File: src/inc/pdn_map.svh
// Offsets, field positions, reset values and timing counts of the delimiter
// and link negotiation block. Assumes a 200 MHz pclk and an APB register bus.
//
// Operation
// - 100M transmit replaces first two symbols with J/K.
// - Receive tests ten-bit windows as two symbols.
// - Idle receiver reports no valid data.
// - Idle J/K starts reception, passes two 5s.
// - Other active window raises false carrier, bad start.
// - After false carrier, wait for two idles.
// - Other quiet window is dropped, stay idle.
// - 10M squelch qualification asserts carrier sense.
// - 100M transmit appends T/R after last data.
// - T/R ends packet, passes two idles.
// - Two idles mid-packet flag error on first.
// - Premature end sets bad end-delimiter status.
// - 10M transmit emits start-of-idle pulse after enable.
// - 10M missing transitions end reception, report idle.
// - Choose link integrity or negotiation for link.
// - 10M link pass from normal link pulses.
// - 100M link pass from squelch and descrambler lock.
// - Negotiation exchanges sixteen-bit words over pulse bursts.
// - Start on enable, link fail or reset.
// - Plain partner signal selects matching mode.
// - Advertise register, store received remote capabilities.
// - Resolve priority, set speed, duplex, link check.
// - Negotiation needs both enable bits set.
// - On enable, silence transmitter, then restart.
`ifndef PDN_MAP_SVH
`define PDN_MAP_SVH

`define PDN_OFS_CTRL        12'h000
`define PDN_OFS_ADV         12'h004
`define PDN_OFS_REMOTE      12'h008
`define PDN_OFS_STATUS      12'h00C

`define PDN_CTRL_MAC_AN     0
`define PDN_CTRL_PHY_AN     1
`define PDN_CTRL_AN_RESET   2
`define PDN_CTRL_SPEED100   3
`define PDN_CTRL_DUPLEX     4
`define PDN_CTRL_RESET      5'h00

`define PDN_ST_LINK         0
`define PDN_ST_SPEED100     1
`define PDN_ST_DUPLEX       2
`define PDN_ST_AN_ACK       3
`define PDN_ST_BAD_SSD      4
`define PDN_ST_BAD_ESD      5

`define PDN_ADV_RESET       16'h01E1
`define PDN_ABL_100FD       8
`define PDN_ABL_100HD       7
`define PDN_ABL_10FD        6
`define PDN_ABL_10HD        5

`define PDN_SYM_J           5'h18
`define PDN_SYM_K           5'h11
`define PDN_SYM_T           5'h0D
`define PDN_SYM_R           5'h07
`define PDN_SYM_I           5'h1F
`define PDN_SYM_DATA5       5'h0B

`define PDN_CLK_MHZ         200
`define PDN_HALT_MS         1200
`define PDN_HALT_CYC        (`PDN_HALT_MS * 1000 * `PDN_CLK_MHZ)
`define PDN_NLP_LOSS_MS     150
`define PDN_NLP_LOSS_CYC    (`PDN_NLP_LOSS_MS * 1000 * `PDN_CLK_MHZ)

`endif

File: src/inc/pdn_pkg.sv
// Types shared by the delimiter and link negotiation block.
// Assumes nothing of its surroundings.
package pdn_pkg;

  typedef enum logic [1:0] {
    RX_IDLE  = 2'b00,
    RX_RECV  = 2'b01,
    RX_FALSE = 2'b10
  } pdn_rx_state_type;

  typedef enum logic [1:0] {
    TX_IDLE = 2'b00,
    TX_K    = 2'b01,
    TX_DATA = 2'b10,
    TX_R    = 2'b11
  } pdn_tx_state_type;

  typedef enum logic [2:0] {
    AN_OFF    = 3'b000,
    AN_HALT   = 3'b001,
    AN_DETECT = 3'b010,
    AN_XCHG   = 3'b011,
    AN_DONE   = 3'b100
  } pdn_an_state_type;

  // Receive symbol towards the MAC side.
  typedef struct packed {
    logic       valid;
    logic       dv;
    logic       er;
    logic       false_carrier;
    logic [4:0] code;
  } pdn_rx_type;

endpackage

File: src/verilog/pdn_top.sv
// Delimiter insertion and detection, 10M packet framing and link negotiation.
// Assumes 4B5B encode/decode, scrambling, pulse generation and squelch sit outside.
//
// Local design decisions: the APB register port and the placing of the registers.
`timescale 1ns/100ps
`include "pdn_map.svh"

module pdn_top #(
  parameter int unsigned HALT_CYC     = `PDN_HALT_CYC,
  parameter int unsigned NLP_LOSS_CYC = `PDN_NLP_LOSS_CYC
) (
  // Clock and reset
  input  wire  logic              pclk,
  input  wire  logic              presetn,
  // APB slave
  input  wire  logic              psel,
  input  wire  logic              penable,
  input  wire  logic              pwrite,
  input  wire  logic [11:0]       paddr,
  input  wire  logic [31:0]       pwdata,
  output logic [31:0]             prdata,
  output logic                    pready,
  output logic                    pslverr,
  // 100M receive code bits from the descrambler
  input  wire  logic              rx_bit,
  input  wire  logic              rx_bit_valid,
  input  wire  logic              descr_locked,
  output pdn_pkg::pdn_rx_type     rx_out,
  // 100M transmit symbols from the encoder
  input  wire  logic              tx_en,
  input  wire  logic [4:0]        tx_code_in,
  input  wire  logic              tx_sym_strobe,
  output logic [4:0]              tx_code,
  // 10M framing
  input  wire  logic              squelch_pin,
  input  wire  logic              soi_detect,
  input  wire  logic              nlp_seen,
  output logic                    crs,
  output logic                    tx_soi,
  // Fast link pulse words
  input  wire  logic              flp_detect,
  input  wire  logic              flp_word_valid,
  input  wire  logic [15:0]       flp_word,
  output logic [15:0]             flp_tx_word,
  output logic                    flp_tx_en,
  output logic                    tx_halt,
  // Link state
  output logic                    link_pass,
  output logic                    speed100,
  output logic                    full_duplex
);

  ////////////////////////////////////////////////////////////////////////////
  function automatic logic split_zeros(input logic [9:0] w);
    logic seen;
    logic gap;
    logic hit;
    seen = 1'b0;
    gap  = 1'b0;
    hit  = 1'b0;
    for (int i = 9; i >= 0; i--)
    begin
      if (!w[i])
      begin
        if (seen && gap)
          hit = 1'b1;
        seen = 1'b1;
        gap  = 1'b0;
      end
      else if (seen)
        gap = 1'b1;
    end
    return hit;
  endfunction

  ////////////////////////////////////////////////////////////////////////////
  // Squelch comes from the analog side and is filtered by three flops.
  logic       sq1_q;
  logic       sq2_q;
  logic       sq3_q;
  logic       squelch_q;

  always_ff @(posedge pclk or negedge presetn)
  begin
    if (!presetn)
    begin
      sq1_q     <= 1'b0;
      sq2_q     <= 1'b0;
      sq3_q     <= 1'b0;
      squelch_q <= 1'b0;
    end
    else
    begin
      sq1_q <= squelch_pin;
      sq2_q <= sq1_q;
      sq3_q <= sq2_q;
      if (sq2_q == sq3_q)
        squelch_q <= sq3_q;
    end
  end

  ////////////////////////////////////////////////////////////////////////////
  logic [4:0]  ctrl_q;
  logic [15:0] adv_q;
  logic [15:0] remote_q;
  logic        bad_ssd_q;
  logic        bad_esd_q;
  logic        an_ack_q;
  logic        an_reset_q;
  logic        mapped;
  logic        wr_acc;
  logic [31:0] rd_val;
  logic        set_ssd;
  logic        set_esd;

  assign mapped = (paddr == `PDN_OFS_CTRL) || (paddr == `PDN_OFS_ADV) ||
                  (paddr == `PDN_OFS_REMOTE) || (paddr == `PDN_OFS_STATUS);
  assign wr_acc = psel && penable && pready && pwrite && mapped;

  always_comb
  begin
    rd_val = 32'h0000_0000;
    unique case (paddr)
      `PDN_OFS_CTRL:   rd_val = {27'h0, ctrl_q};
      `PDN_OFS_ADV:    rd_val = {16'h0, adv_q};
      `PDN_OFS_REMOTE: rd_val = {16'h0, remote_q};
      `PDN_OFS_STATUS: rd_val = {26'h0, bad_esd_q, bad_ssd_q, an_ack_q,
                                 full_duplex, speed100, link_pass};
      default:         rd_val = 32'h0000_0000;
    endcase
  end

  // Zero wait states: pready rises in the first access cycle.
  always_ff @(posedge pclk or negedge presetn)
  begin
    if (!presetn)
    begin
      pready  <= 1'b0;
      prdata  <= 32'h0000_0000;
      pslverr <= 1'b0;
    end
    else
    begin
      pready  <= psel && !penable;
      pslverr <= psel && !penable && !mapped;
      if (psel && !penable)
        prdata <= pwrite ? 32'h0000_0000 : rd_val;
    end
  end

  always_ff @(posedge pclk or negedge presetn)
  begin
    if (!presetn)
    begin
      ctrl_q     <= `PDN_CTRL_RESET;
      adv_q      <= `PDN_ADV_RESET;
      an_reset_q <= 1'b0;
    end
    else
    begin
      an_reset_q <= wr_acc && (paddr == `PDN_OFS_CTRL) && pwdata[`PDN_CTRL_AN_RESET];
      if (wr_acc && (paddr == `PDN_OFS_CTRL))
        ctrl_q <= {pwdata[4:3], 1'b0, pwdata[1:0]};
      if (wr_acc && (paddr == `PDN_OFS_ADV))
        adv_q <= pwdata[15:0];
    end
  end

  // Sticky status, write one to clear; a new event wins over the clear.
  always_ff @(posedge pclk or negedge presetn)
  begin
    if (!presetn)
    begin
      bad_ssd_q <= 1'b0;
      bad_esd_q <= 1'b0;
    end
    else
    begin
      if (set_ssd)
        bad_ssd_q <= 1'b1;
      else if (wr_acc && (paddr == `PDN_OFS_STATUS) && pwdata[`PDN_ST_BAD_SSD])
        bad_ssd_q <= 1'b0;
      if (set_esd)
        bad_esd_q <= 1'b1;
      else if (wr_acc && (paddr == `PDN_OFS_STATUS) && pwdata[`PDN_ST_BAD_ESD])
        bad_esd_q <= 1'b0;
    end
  end

  ////////////////////////////////////////////////////////////////////////////
  pdn_pkg::pdn_rx_state_type rx_state_q;
  logic [9:0] win_q;
  logic [9:0] win;
  logic [2:0] bit_cnt_q;
  logic       first_q;
  logic       second_q;
  logic [4:0] second_code_q;
  logic       pkt_end;

  assign win = {win_q[8:0], rx_bit};
  // A closed packet leaves idles behind, so its delimiter bits cannot fake a carrier.
  assign pkt_end = speed100 && (rx_state_q == pdn_pkg::RX_RECV) && (bit_cnt_q == 3'h4) &&
                   (win == {`PDN_SYM_T, `PDN_SYM_R} || win == {`PDN_SYM_I, `PDN_SYM_I});

  always_ff @(posedge pclk or negedge presetn)
  begin
    if (!presetn)
      win_q <= 10'h000;
    else if (rx_bit_valid)
      win_q <= pkt_end ? {`PDN_SYM_I, `PDN_SYM_I} : win;
  end

  always_ff @(posedge pclk or negedge presetn)
  begin
    if (!presetn)
    begin
      rx_state_q    <= pdn_pkg::RX_IDLE;
      bit_cnt_q     <= 3'h0;
      first_q       <= 1'b0;
      second_q      <= 1'b0;
      second_code_q <= 5'h00;
      rx_out        <= '0;
      set_ssd       <= 1'b0;
      set_esd       <= 1'b0;
    end
    else
    begin
      rx_out.valid <= 1'b0;
      set_ssd      <= 1'b0;
      set_esd      <= 1'b0;
      second_q     <= 1'b0;
      if (second_q)
      begin
        rx_out.valid <= 1'b1;
        rx_out.code  <= second_code_q;
        rx_out.er    <= 1'b0;
      end
      if (rx_bit_valid && speed100)
      begin
        unique case (rx_state_q)
          pdn_pkg::RX_IDLE:
          begin
            rx_out.dv <= 1'b0;
            rx_out.er <= 1'b0;
            rx_out.false_carrier <= 1'b0;
            if (win == {`PDN_SYM_J, `PDN_SYM_K})
            begin
              rx_state_q    <= pdn_pkg::RX_RECV;
              bit_cnt_q     <= 3'h0;
              first_q       <= 1'b1;
              rx_out.dv     <= 1'b1;
            end
            // Judged once the first zero is oldest, so a J/K still arriving is not cut short.
            else if (!win[9] && split_zeros(win))
            begin
              rx_state_q           <= pdn_pkg::RX_FALSE;
              rx_out.er            <= 1'b1;
              rx_out.false_carrier <= 1'b1;
              set_ssd              <= 1'b1;
            end
          end
          pdn_pkg::RX_FALSE:
          begin
            if (win == {`PDN_SYM_I, `PDN_SYM_I})
            begin
              rx_state_q           <= pdn_pkg::RX_IDLE;
              rx_out.er            <= 1'b0;
              rx_out.false_carrier <= 1'b0;
            end
          end
          pdn_pkg::RX_RECV:
          begin
            bit_cnt_q <= (bit_cnt_q == 3'h4) ? 3'h0 : bit_cnt_q + 3'h1;
            if (bit_cnt_q == 3'h4)
            begin
              // The older symbol is emitted one symbol late so T/R is seen whole.
              rx_out.valid <= 1'b1;
              first_q      <= 1'b0;
              if (win == {`PDN_SYM_T, `PDN_SYM_R})
              begin
                rx_out.code   <= `PDN_SYM_I;
                rx_out.er     <= 1'b0;
                second_q      <= 1'b1;
                second_code_q <= `PDN_SYM_I;
                rx_state_q    <= pdn_pkg::RX_IDLE;
              end
              else if (win == {`PDN_SYM_I, `PDN_SYM_I})
              begin
                rx_out.code <= `PDN_SYM_I;
                rx_out.er   <= 1'b1;
                set_esd     <= 1'b1;
                rx_state_q  <= pdn_pkg::RX_IDLE;
              end
              else
              begin
                // K slot also passes as 5
                rx_out.code <= first_q ? `PDN_SYM_DATA5 : win[9:5];
                rx_out.er   <= 1'b0;
              end
            end
          end
          default:
            rx_state_q <= pdn_pkg::RX_IDLE;
        endcase
        if (rx_state_q == pdn_pkg::RX_IDLE && win == {`PDN_SYM_J, `PDN_SYM_K})
        begin
          rx_out.valid <= 1'b1;
          rx_out.code  <= `PDN_SYM_DATA5;
        end
      end
    end
  end

  ////////////////////////////////////////////////////////////////////////////
  pdn_pkg::pdn_tx_state_type tx_state_q;
  logic tx_en_q;

  always_ff @(posedge pclk or negedge presetn)
  begin
    if (!presetn)
    begin
      tx_state_q <= pdn_pkg::TX_IDLE;
      tx_code    <= `PDN_SYM_I;
    end
    else if (tx_halt)
    begin
      tx_state_q <= pdn_pkg::TX_IDLE;
      tx_code    <= `PDN_SYM_I;
    end
    else if (tx_sym_strobe && speed100)
    begin
      unique case (tx_state_q)
        pdn_pkg::TX_IDLE:
        begin
          tx_code    <= tx_en ? `PDN_SYM_J : `PDN_SYM_I;
          tx_state_q <= tx_en ? pdn_pkg::TX_K : pdn_pkg::TX_IDLE;
        end
        pdn_pkg::TX_K:
        begin
          tx_code    <= `PDN_SYM_K;
          tx_state_q <= pdn_pkg::TX_DATA;
        end
        pdn_pkg::TX_DATA:
        begin
          tx_code    <= tx_en ? tx_code_in : `PDN_SYM_T;
          tx_state_q <= tx_en ? pdn_pkg::TX_DATA : pdn_pkg::TX_R;
        end
        pdn_pkg::TX_R:
        begin
          tx_code    <= `PDN_SYM_R;
          tx_state_q <= pdn_pkg::TX_IDLE;
        end
      endcase
    end
  end

  // 10M framing on the MII carrier sense and the transmit end pulse.
  always_ff @(posedge pclk or negedge presetn)
  begin
    if (!presetn)
    begin
      tx_en_q <= 1'b0;
      tx_soi  <= 1'b0;
      crs     <= 1'b0;
    end
    else
    begin
      tx_en_q <= tx_en;
      tx_soi  <= !speed100 && !tx_halt && tx_en_q && !tx_en;
      if (speed100)
        crs <= (rx_state_q == pdn_pkg::RX_RECV);
      else if (soi_detect)
        crs <= 1'b0;
      else if (squelch_q)
        crs <= 1'b1;
    end
  end

  ////////////////////////////////////////////////////////////////////////////
  pdn_pkg::pdn_an_state_type an_state_q;
  logic [27:0] halt_cnt_q;
  logic [27:0] nlp_cnt_q;
  logic        nlp_ok_q;
  logic        an_on;
  logic        an_on_q;
  logic        link100;
  logic        link_sel;
  logic [15:0] common;

  assign an_on   = ctrl_q[`PDN_CTRL_MAC_AN] && ctrl_q[`PDN_CTRL_PHY_AN];
  assign link100 = squelch_q && descr_locked;
  assign link_sel = speed100 ? link100 : nlp_ok_q;
  assign common  = adv_q & remote_q;

  // normal link pulses keep 10M link alive
  always_ff @(posedge pclk or negedge presetn)
  begin
    if (!presetn)
    begin
      nlp_cnt_q <= 28'h0000000;
      nlp_ok_q  <= 1'b0;
    end
    else if (nlp_seen)
    begin
      nlp_cnt_q <= 28'h0000000;
      nlp_ok_q  <= 1'b1;
    end
    else if (nlp_cnt_q == NLP_LOSS_CYC[27:0] - 28'h1)
      nlp_ok_q <= 1'b0;
    else
      nlp_cnt_q <= nlp_cnt_q + 28'h1;
  end

  always_ff @(posedge pclk or negedge presetn)
  begin
    if (!presetn)
    begin
      an_state_q  <= pdn_pkg::AN_OFF;
      an_on_q     <= 1'b0;
      halt_cnt_q  <= 28'h0000000;
      remote_q    <= 16'h0000;
      an_ack_q    <= 1'b0;
      tx_halt     <= 1'b0;
      flp_tx_en   <= 1'b0;
      flp_tx_word <= 16'h0000;
      link_pass   <= 1'b0;
      speed100    <= 1'b0;
      full_duplex <= 1'b0;
    end
    else
    begin
      an_on_q <= an_on;
      // forced mode uses plain link integrity
      if (!an_on)
      begin
        an_state_q  <= pdn_pkg::AN_OFF;
        tx_halt     <= 1'b0;
        flp_tx_en   <= 1'b0;
        an_ack_q    <= 1'b0;
        speed100    <= ctrl_q[`PDN_CTRL_SPEED100];
        full_duplex <= ctrl_q[`PDN_CTRL_DUPLEX];
        link_pass   <= link_sel;
      end
      else if (!an_on_q || an_reset_q)
      begin
        an_state_q <= pdn_pkg::AN_HALT;
        halt_cnt_q <= 28'h0000000;
        tx_halt    <= 1'b1;
        flp_tx_en  <= 1'b0;
        link_pass  <= 1'b0;
        an_ack_q   <= 1'b0;
      end
      else
      begin
        unique case (an_state_q)
          pdn_pkg::AN_OFF:
            an_state_q <= pdn_pkg::AN_HALT;
          pdn_pkg::AN_HALT:
          begin
            halt_cnt_q <= halt_cnt_q + 28'h1;
            if (halt_cnt_q == HALT_CYC[27:0] - 28'h1)
            begin
              tx_halt    <= 1'b0;
              an_state_q <= pdn_pkg::AN_DETECT;
            end
          end
          pdn_pkg::AN_DETECT:
          begin
            if (flp_detect)
            begin
              flp_tx_word <= adv_q;
              flp_tx_en   <= 1'b1;
              an_state_q  <= pdn_pkg::AN_XCHG;
            end
            else if (link100)
            begin
              speed100    <= 1'b1;
              full_duplex <= 1'b0;
              link_pass   <= 1'b1;
              an_state_q  <= pdn_pkg::AN_DONE;
            end
            else if (nlp_ok_q)
            begin
              speed100    <= 1'b0;
              full_duplex <= 1'b0;
              link_pass   <= 1'b1;
              an_state_q  <= pdn_pkg::AN_DONE;
            end
          end
          pdn_pkg::AN_XCHG:
          begin
            if (flp_word_valid)
            begin
              remote_q   <= flp_word;
              an_state_q <= pdn_pkg::AN_DONE;
              an_ack_q   <= 1'b1;
              flp_tx_en  <= 1'b0;
              if (adv_q[`PDN_ABL_100FD] && flp_word[`PDN_ABL_100FD])
                {speed100, full_duplex} <= 2'b11;
              else if (adv_q[`PDN_ABL_100HD] && flp_word[`PDN_ABL_100HD])
                {speed100, full_duplex} <= 2'b10;
              else if (adv_q[`PDN_ABL_10FD] && flp_word[`PDN_ABL_10FD])
                {speed100, full_duplex} <= 2'b01;
              else
                {speed100, full_duplex} <= 2'b00;
            end
          end
          pdn_pkg::AN_DONE:
          begin
            link_pass <= link_sel;
            if (!link_sel && link_pass)
            begin
              an_state_q <= pdn_pkg::AN_DETECT;
              an_ack_q   <= 1'b0;
            end
          end
          default:
            an_state_q <= pdn_pkg::AN_OFF;
        endcase
      end
    end
  end

endmodule // pdn_top

File: config.mk
export PLATFORM = sky130hd
export DESIGN_NAME = pdn_top
export DESIGN_NICKNAME = d
export VERILOG_FILES = /design/src/inc/pdn_pkg.sv /design/src/verilog/pdn_top.sv
export VERILOG_INCLUDE_DIRS = /design/src /design/src/inc
export SDC_FILE = /design/constraint.sdc
export NUM_CORES = 1
export LEC_CHECK = 0
export ABC_CLOCK_PERIOD_IN_PS = 3900
export BUFFER_PORTS_ARGS = -buffer_cell sky130_fd_sc_hd__buf_4
export CORE_MARGIN = 3
export CORE_UTILIZATION = 57
export DETAILED_ROUTE_END_ITERATION = 16
export PLACE_DENSITY = 0.81
export SLEW_MARGIN = 5
export SYNTH_ARGS = -nofsm -noshare
export SYNTH_HDL_FRONTEND = slang
export SYNTH_SLANG_ARGS = --single-unit
File: constraint.sdc
create_clock -name pclk -period 3.9 [get_ports pclk]
set_input_delay 0.78 -clock pclk [delete_from_list [all_inputs] [get_ports pclk]]
set_output_delay 0.78 -clock pclk [all_outputs]
set_load 0.1 [all_outputs]
=== After elaboration in Yosys (flattened, before gate mapping) ===
Index checks and enable logic that the tools add are counted.
W data, S select, Z words.

* Flip-flop bits (word level): 198
* Bits of input ports: 80
* Output and inout bits: 71
* Logic and storage cells: 394

* $add $sub $neg: 3
* Eq/ne operators: 41
* Muxes and demuxes: 229
* Bitwise operators: 1
* Reduce and logical (&&, ||, !) cells: 77

{| class="wikitable"
|+ Operators with widths
! cell !! number
|-
| $mux W1 || 177
|-
| $mux W28 || 4
|-
| $pmux W16 S4 || 1
|-
| $add A28 B1 Y28 const B || 2
|-
| $mux W5 || 10
|-
| $logic_and A1 B1 Y1 || 37
|-
| $mux W3 || 11
|-
| $mux W32 || 1
|-
| $eq A28 B25 Y1 const B || 1
|-
| $eq A28 B28 Y1 const B || 1
|-
| $eq A12 B4 Y1 const B || 2
|-
| $ne A4 B4 Y1 const B || 6
|-
| $eq A10 B10 Y1 const B || 2
|-
| $mux W2 || 10
|-
| $pmux W5 S4 || 1
|-
| $reduce_and A4 Y1 || 5
|-
| $mux W9 || 2
|-
| $reduce_and A3 Y1 || 6
|-
| $pmux W3 S5 || 1
|-
| $pmux W1 S2 || 7
|-
| $reduce_bool A2 Y1 || 7
|-
| $eq A12 B3 Y1 const B || 1
|-
| $logic_not A12 Y1 || 1
|-
| $ne A4 B1 Y1 const B || 3
|-
| 27 further kinds || 52
|}

=== Depth between registers and ports, before layout ===
* Depth in word-level cells: 55
* Depth in mapped cells: 7
* Mapped depth without buffers: 6

=== Least setup slack after synthesis ===
No wires, ideal clock.

* Path kind: input-to-reg
* Start: input port paddr[9]
* End: register adv_q[10]
* Library setup time: 0.125 ns
* Data arrival time: 2.266 ns
* Data required time: 3.775 ns
* Setup slack: 1.509 ns
* Stages on the path: 7
* Buffers on the path: 2
* Cells stage by stage: nor4_1 -> nand3_1 -> or2_1 -> nor2b_1 -> buf_2 -> buf_4 -> mux2_2

* Cells in the longest elaborated chain, start to end: 6
* Elaborated cells on any way between the ends: 9
* Those cells by class: 3 x eq/ne; 6 x reduce/logical

{| class="wikitable"
|+ Ends and longest elaborated chain
! what !! RTL line !! RTL
|-
| start: declaration || pdn_top.sv:19 || <nowiki>input wire logic [11:0] paddr,</nowiki>
|-
| $eq A12 B3 Y1 (no source line) / $logic_not A12 Y1 (equally long branches) || n/a ||
|-
| $logic_or A1 B1 Y1 (3 in series) || pdn_top.sv:116 || <nowiki>assign mapped = (paddr == `PDN_OFS_CTRL) || (paddr == `PDN_OFS_ADV) ||</nowiki>
|-
| $logic_and A1 B1 Y1 || pdn_top.sv:118 || <nowiki>assign wr_acc = psel && penable && pready && pwrite && mapped;</nowiki>
|-
| $logic_and A1 B1 Y1 (*) || pdn_top.sv:164 || <nowiki>if (wr_acc && (paddr == `PDN_OFS_ADV))</nowiki>
|-
| end signal: assignment || pdn_top.sv:156 || <nowiki>adv_q <= `PDN_ADV_RESET;</nowiki>
|-
| end signal: assignment || pdn_top.sv:165 || <nowiki>adv_q <= pwdata[15:0];</nowiki>
|-
| end: declaration || pdn_top.sv:104 || <nowiki>logic [15:0] adv_q;</nowiki>
|}

Mark *: on every way between the ends. The rest lies on a longest branch, timed or not.
A chain may end at the register's enable or synchronous reset.

=== Worst setup path in the final report ===
* Start: register ctrl_q[1]
* End: register flp_tx_word[9]

* Cells in the longest elaborated chain, start to end: 2

{| class="wikitable"
|+ Ends and longest elaborated chain
! what !! RTL line !! RTL
|-
| start: declaration || pdn_top.sv:103 || <nowiki>logic [4:0] ctrl_q;</nowiki>
|-
| start signal: assignment || pdn_top.sv:155 || <nowiki>ctrl_q <= `PDN_CTRL_RESET;</nowiki>
|-
| start signal: assignment || pdn_top.sv:163 || <nowiki>ctrl_q <= {pwdata[4:3], 1'b0, pwdata[1:0]};</nowiki>
|-
| $logic_and A1 B1 Y1 || pdn_top.sv:390 || <nowiki>assign an_on = ctrl_q[`PDN_CTRL_MAC_AN] && ctrl_q[`PDN_CTRL_PHY_AN];</nowiki>
|-
| $reduce_and A4 Y1 (no source line) || n/a ||
|-
| end signal: assignment || pdn_top.sv:471 || <nowiki>flp_tx_word <= adv_q;</nowiki>
|-
| end: declaration || pdn_top.sv:44 || <nowiki>output logic [15:0] flp_tx_word,</nowiki>
|}

Every way passes these cells.

==> qor.yml <==
routing:
  dr.pass1.iters: 5
  wl_mm: 19.0
  vias: 6497
  ant_nets: 0
  drtIter0Drc: 410
  drc_errors: 0
  routedWlPerCell_um: 17.0
  via_per_inst: 5.82
floorplanning:
  rows: 44
  core_sq_um: 14600
  initial_core_util: 0.586
  die_height_um: 129
  die-area_sq_um: 16500
  io-pin-count: 151
  die_x_um: 129
synth:
  synthCells: 804
  ys_types: 67
  yosys.area_share.simple: 0.181
  synth_xor_area_frac: 0.0348
  synth-seq-area-share: 0.534
  synth_mux_area_frac: 0.0945
  post_synth.cell_area_avg_sq_um: 10.6
  synth_edf_count: 0
  async_flop_share: 1.00
  ys_warn_count: 0
  ys_ff_latch: 182
  syn_area_sq_um: 8550
  ys.flop_type: "dfrtp_1"
  synth_adder_area_share: 0.0114
  synth_top_family_by_area: "simple AND/OR/NAND/NOR gates"
  synth_compound_area_frac: 0.106
cts:
  h-tree-depth: 4
  cts_tree: "yes"
  holdBufCountCts: 0
  cts_buffers: 17
  post_cts_buffers: 0
  ctsResizeCount: 0
  clock_latency_ps: 440
  cts_sinks: 182
  clock_path_buffers: 2
  clk_pin_slew_worst_paths_ps: 70
  root_buffer: "clkbuf_16"
timing:
  setup_tns_ps: 0
  drv_slew: 0
  maxSlewHeadroom: 0.319
  fmax_mhz: 366
  tightest_slew_ps: 1020
  setup_viol: 0
  setup_slack_ps: 1170
  finalCritPeriodShare: 0.700
  rsz0062_at_grt: "false"
  hold_viol_final: 0
  fin_skew_ps: 12.5
  period_needed_ps: 2730
min_path:
  hp-class: "primary input to asynchronous set/reset pin"
layout:
  num-fill-cells: 1107
  drive_above_1_share: 0.256
  n_antenna_cell: 0
  nets: 1007
  syn2layout_area_growth_pct: 18.6
grt:
  grt_overflow: 0
  grt_usage: 0.235
  grt_pass1_vias: 6297
  antenna_found_initial: 0
  grt_max_degree: 75
  grt_pass1_wl_mm: 31.2
status:
  status: "completed"
job:
  maxCapViolCount: 0
setup_path:
  cp-start-kind: "flip-flop"
  cp_max_fo: 16
  crit_arrival_ps: 3050
  ff2ff_path_depth: 5
  end_kind: "flip-flop"
  cp.required_ps: 4220
  crit_type: "flip-flop to flip-flop"
placed_design:
  gp_congestion: 0.898
  port_buffers: 118
  dp_worst_setup_slack_ps: 1210
  hpwlAfterDp_mm: 12.9
power_and_ir_drop:
  ir_drop_mv: 0.347
  leakagePower_nw: 4.69
  power_density_nw_per_um2: 384
## logic make-up after synthesis
family / after synthesis
simple gates: 301
flops: 182
compound gates: 144
mux: 68
buf+inv: 66
xor+xnor: 34
fa+ha+maj: 8
other cells: 1
## worst max-delay path, stage by stage (launching register included)
cell	delay (ps)
dfrtp_1	380
nand2_1	320
nor2_1	400
nand2_1	200
nor3b_4	880
mux2_2	430
## cell type report
type	count	area, sq um	share of cell area
flip-flops and latches	182	4570	0.450
clock buffers	20	447	0.0440
multi-input cells	571	3710	0.366
clock inverters	12	128	0.0126
inverters	21	78.8	0.00777
well taps	184	230	0.0227
repair buffers	127	982	0.0968
## path summary, 6_finish.rpt
| check | from | end | slack [ps] |
|---|---|---|---|
| setup / recovery | ctrl_q[1]$_DFFE_PN0P_ | flp_tx_word[9]$_DFFE_PN0P_ | 1170 |
| hold / removal | presetn | flp_tx_word[12]$_DFFE_PN0P_ | 350 |
| setup reg to reg | ctrl_q[1]$_DFFE_PN0P_ | flp_tx_word[9]$_DFFE_PN0P_ | 1170 |
| hold reg to reg | sq1_q$_DFF_PN0_ | sq2_q$_DFF_PN0_ | 350 |
| max in group asynchronous | presetn | adv_q[6]$_DFFE_PN1P_ | 2720 |
| min in group pclk | sq1_q$_DFF_PN0_ | sq2_q$_DFF_PN0_ | 350 |
## per-layer routing
layer  share of wire  global-route usage  vias to the layer above
met2            0.49               0.370                      197
met1            0.44               0.324                     3167
li1                -                   -                     3098
met4           0.022              0.0791                        0
met5               0                   0                        -
met3           0.055              0.0556                       35
## power breakdown
part | switching [mW] | internal [mW] | total, mW | leakage, nW
logic | 0.183 | 0.0854 | 0.268 | 1.99
registers | 0.0356 | 1.91 | 1.95 | 2.41
clock network | 0.719 | 0.960 | 1.68 | 0.284
## metrics by stage
stage / utilization / area [sq um] / hold slack, ps / total power, mW / cells
2_1_floorplan: - / 8610 / 331 / 2.14 / 819
3_3_place_gp: 0.656 / 9570 / 335 / 2.25 / 1085
3_5_place_dp: 0.656 / 9570 / 339 / 2.25 / 1085
4_1_cts: 0.695 / 10100 / 353 / 3.92 / 1117
5_1_grt: 0.695 / 10100 / 354 / 4.03 / 1117
6_report: 0.695 / 10100 / 350 / 3.90 / 1117
## flip-flops by register name (all words and copies together) (netlist names), 2 cells and up
register / count
halt_cnt_q: 28
rx_state_q: 2
an_state_q: 3
rx_out: 9
ctrl_q: 4
tx_state_q: 2
adv_q: 16
win_q: 9
nlp_cnt_q: 28
prdata: 16
bit_cnt_q: 3
flp_tx_word: 16
remote_q: 16
tx_code: 5
## synth_stat cells, types with 15 or more instances
cell,count,area [sq um]
mux2_2,58,653
xor2_1,16,140
buf_4,19,143
nor4_1,15,93.8
a21oi_1,41,205
or3_1,17,106
nor2_1,73,274
xnor2_1,18,158
clkbuf_1,20,75.1
nand4_1,23,144
inv_1,21,78.8
dfrtp_1,172,4300
o21ai_0,40,200
nand2_1,64,240
nor3_1,19,95.1
nand3_1,26,130
## cells in the final DEF (no fill, tap or decap), types with 10 or more instances in the layout
cell type / instances
xnor2_1: 18
and3_1: 12
a21oi_1: 41
clkbuf_16: 17
nand2b_1: 12
a22oi_1: 14
mux2_2: 58
nor4_1: 15
nor2b_1: 11
nand3_1: 26
dfstp_2: 10
nor3_1: 19
nor2_1: 73
conb_1: 16
o21ai_0: 40
buf_4: 124
nand2_1: 64
xor2_1: 16
or3_1: 17
dfrtp_1: 172
inv_1: 21
nand4_1: 23
Note: power is estimated with default switching activity, not from simulation.
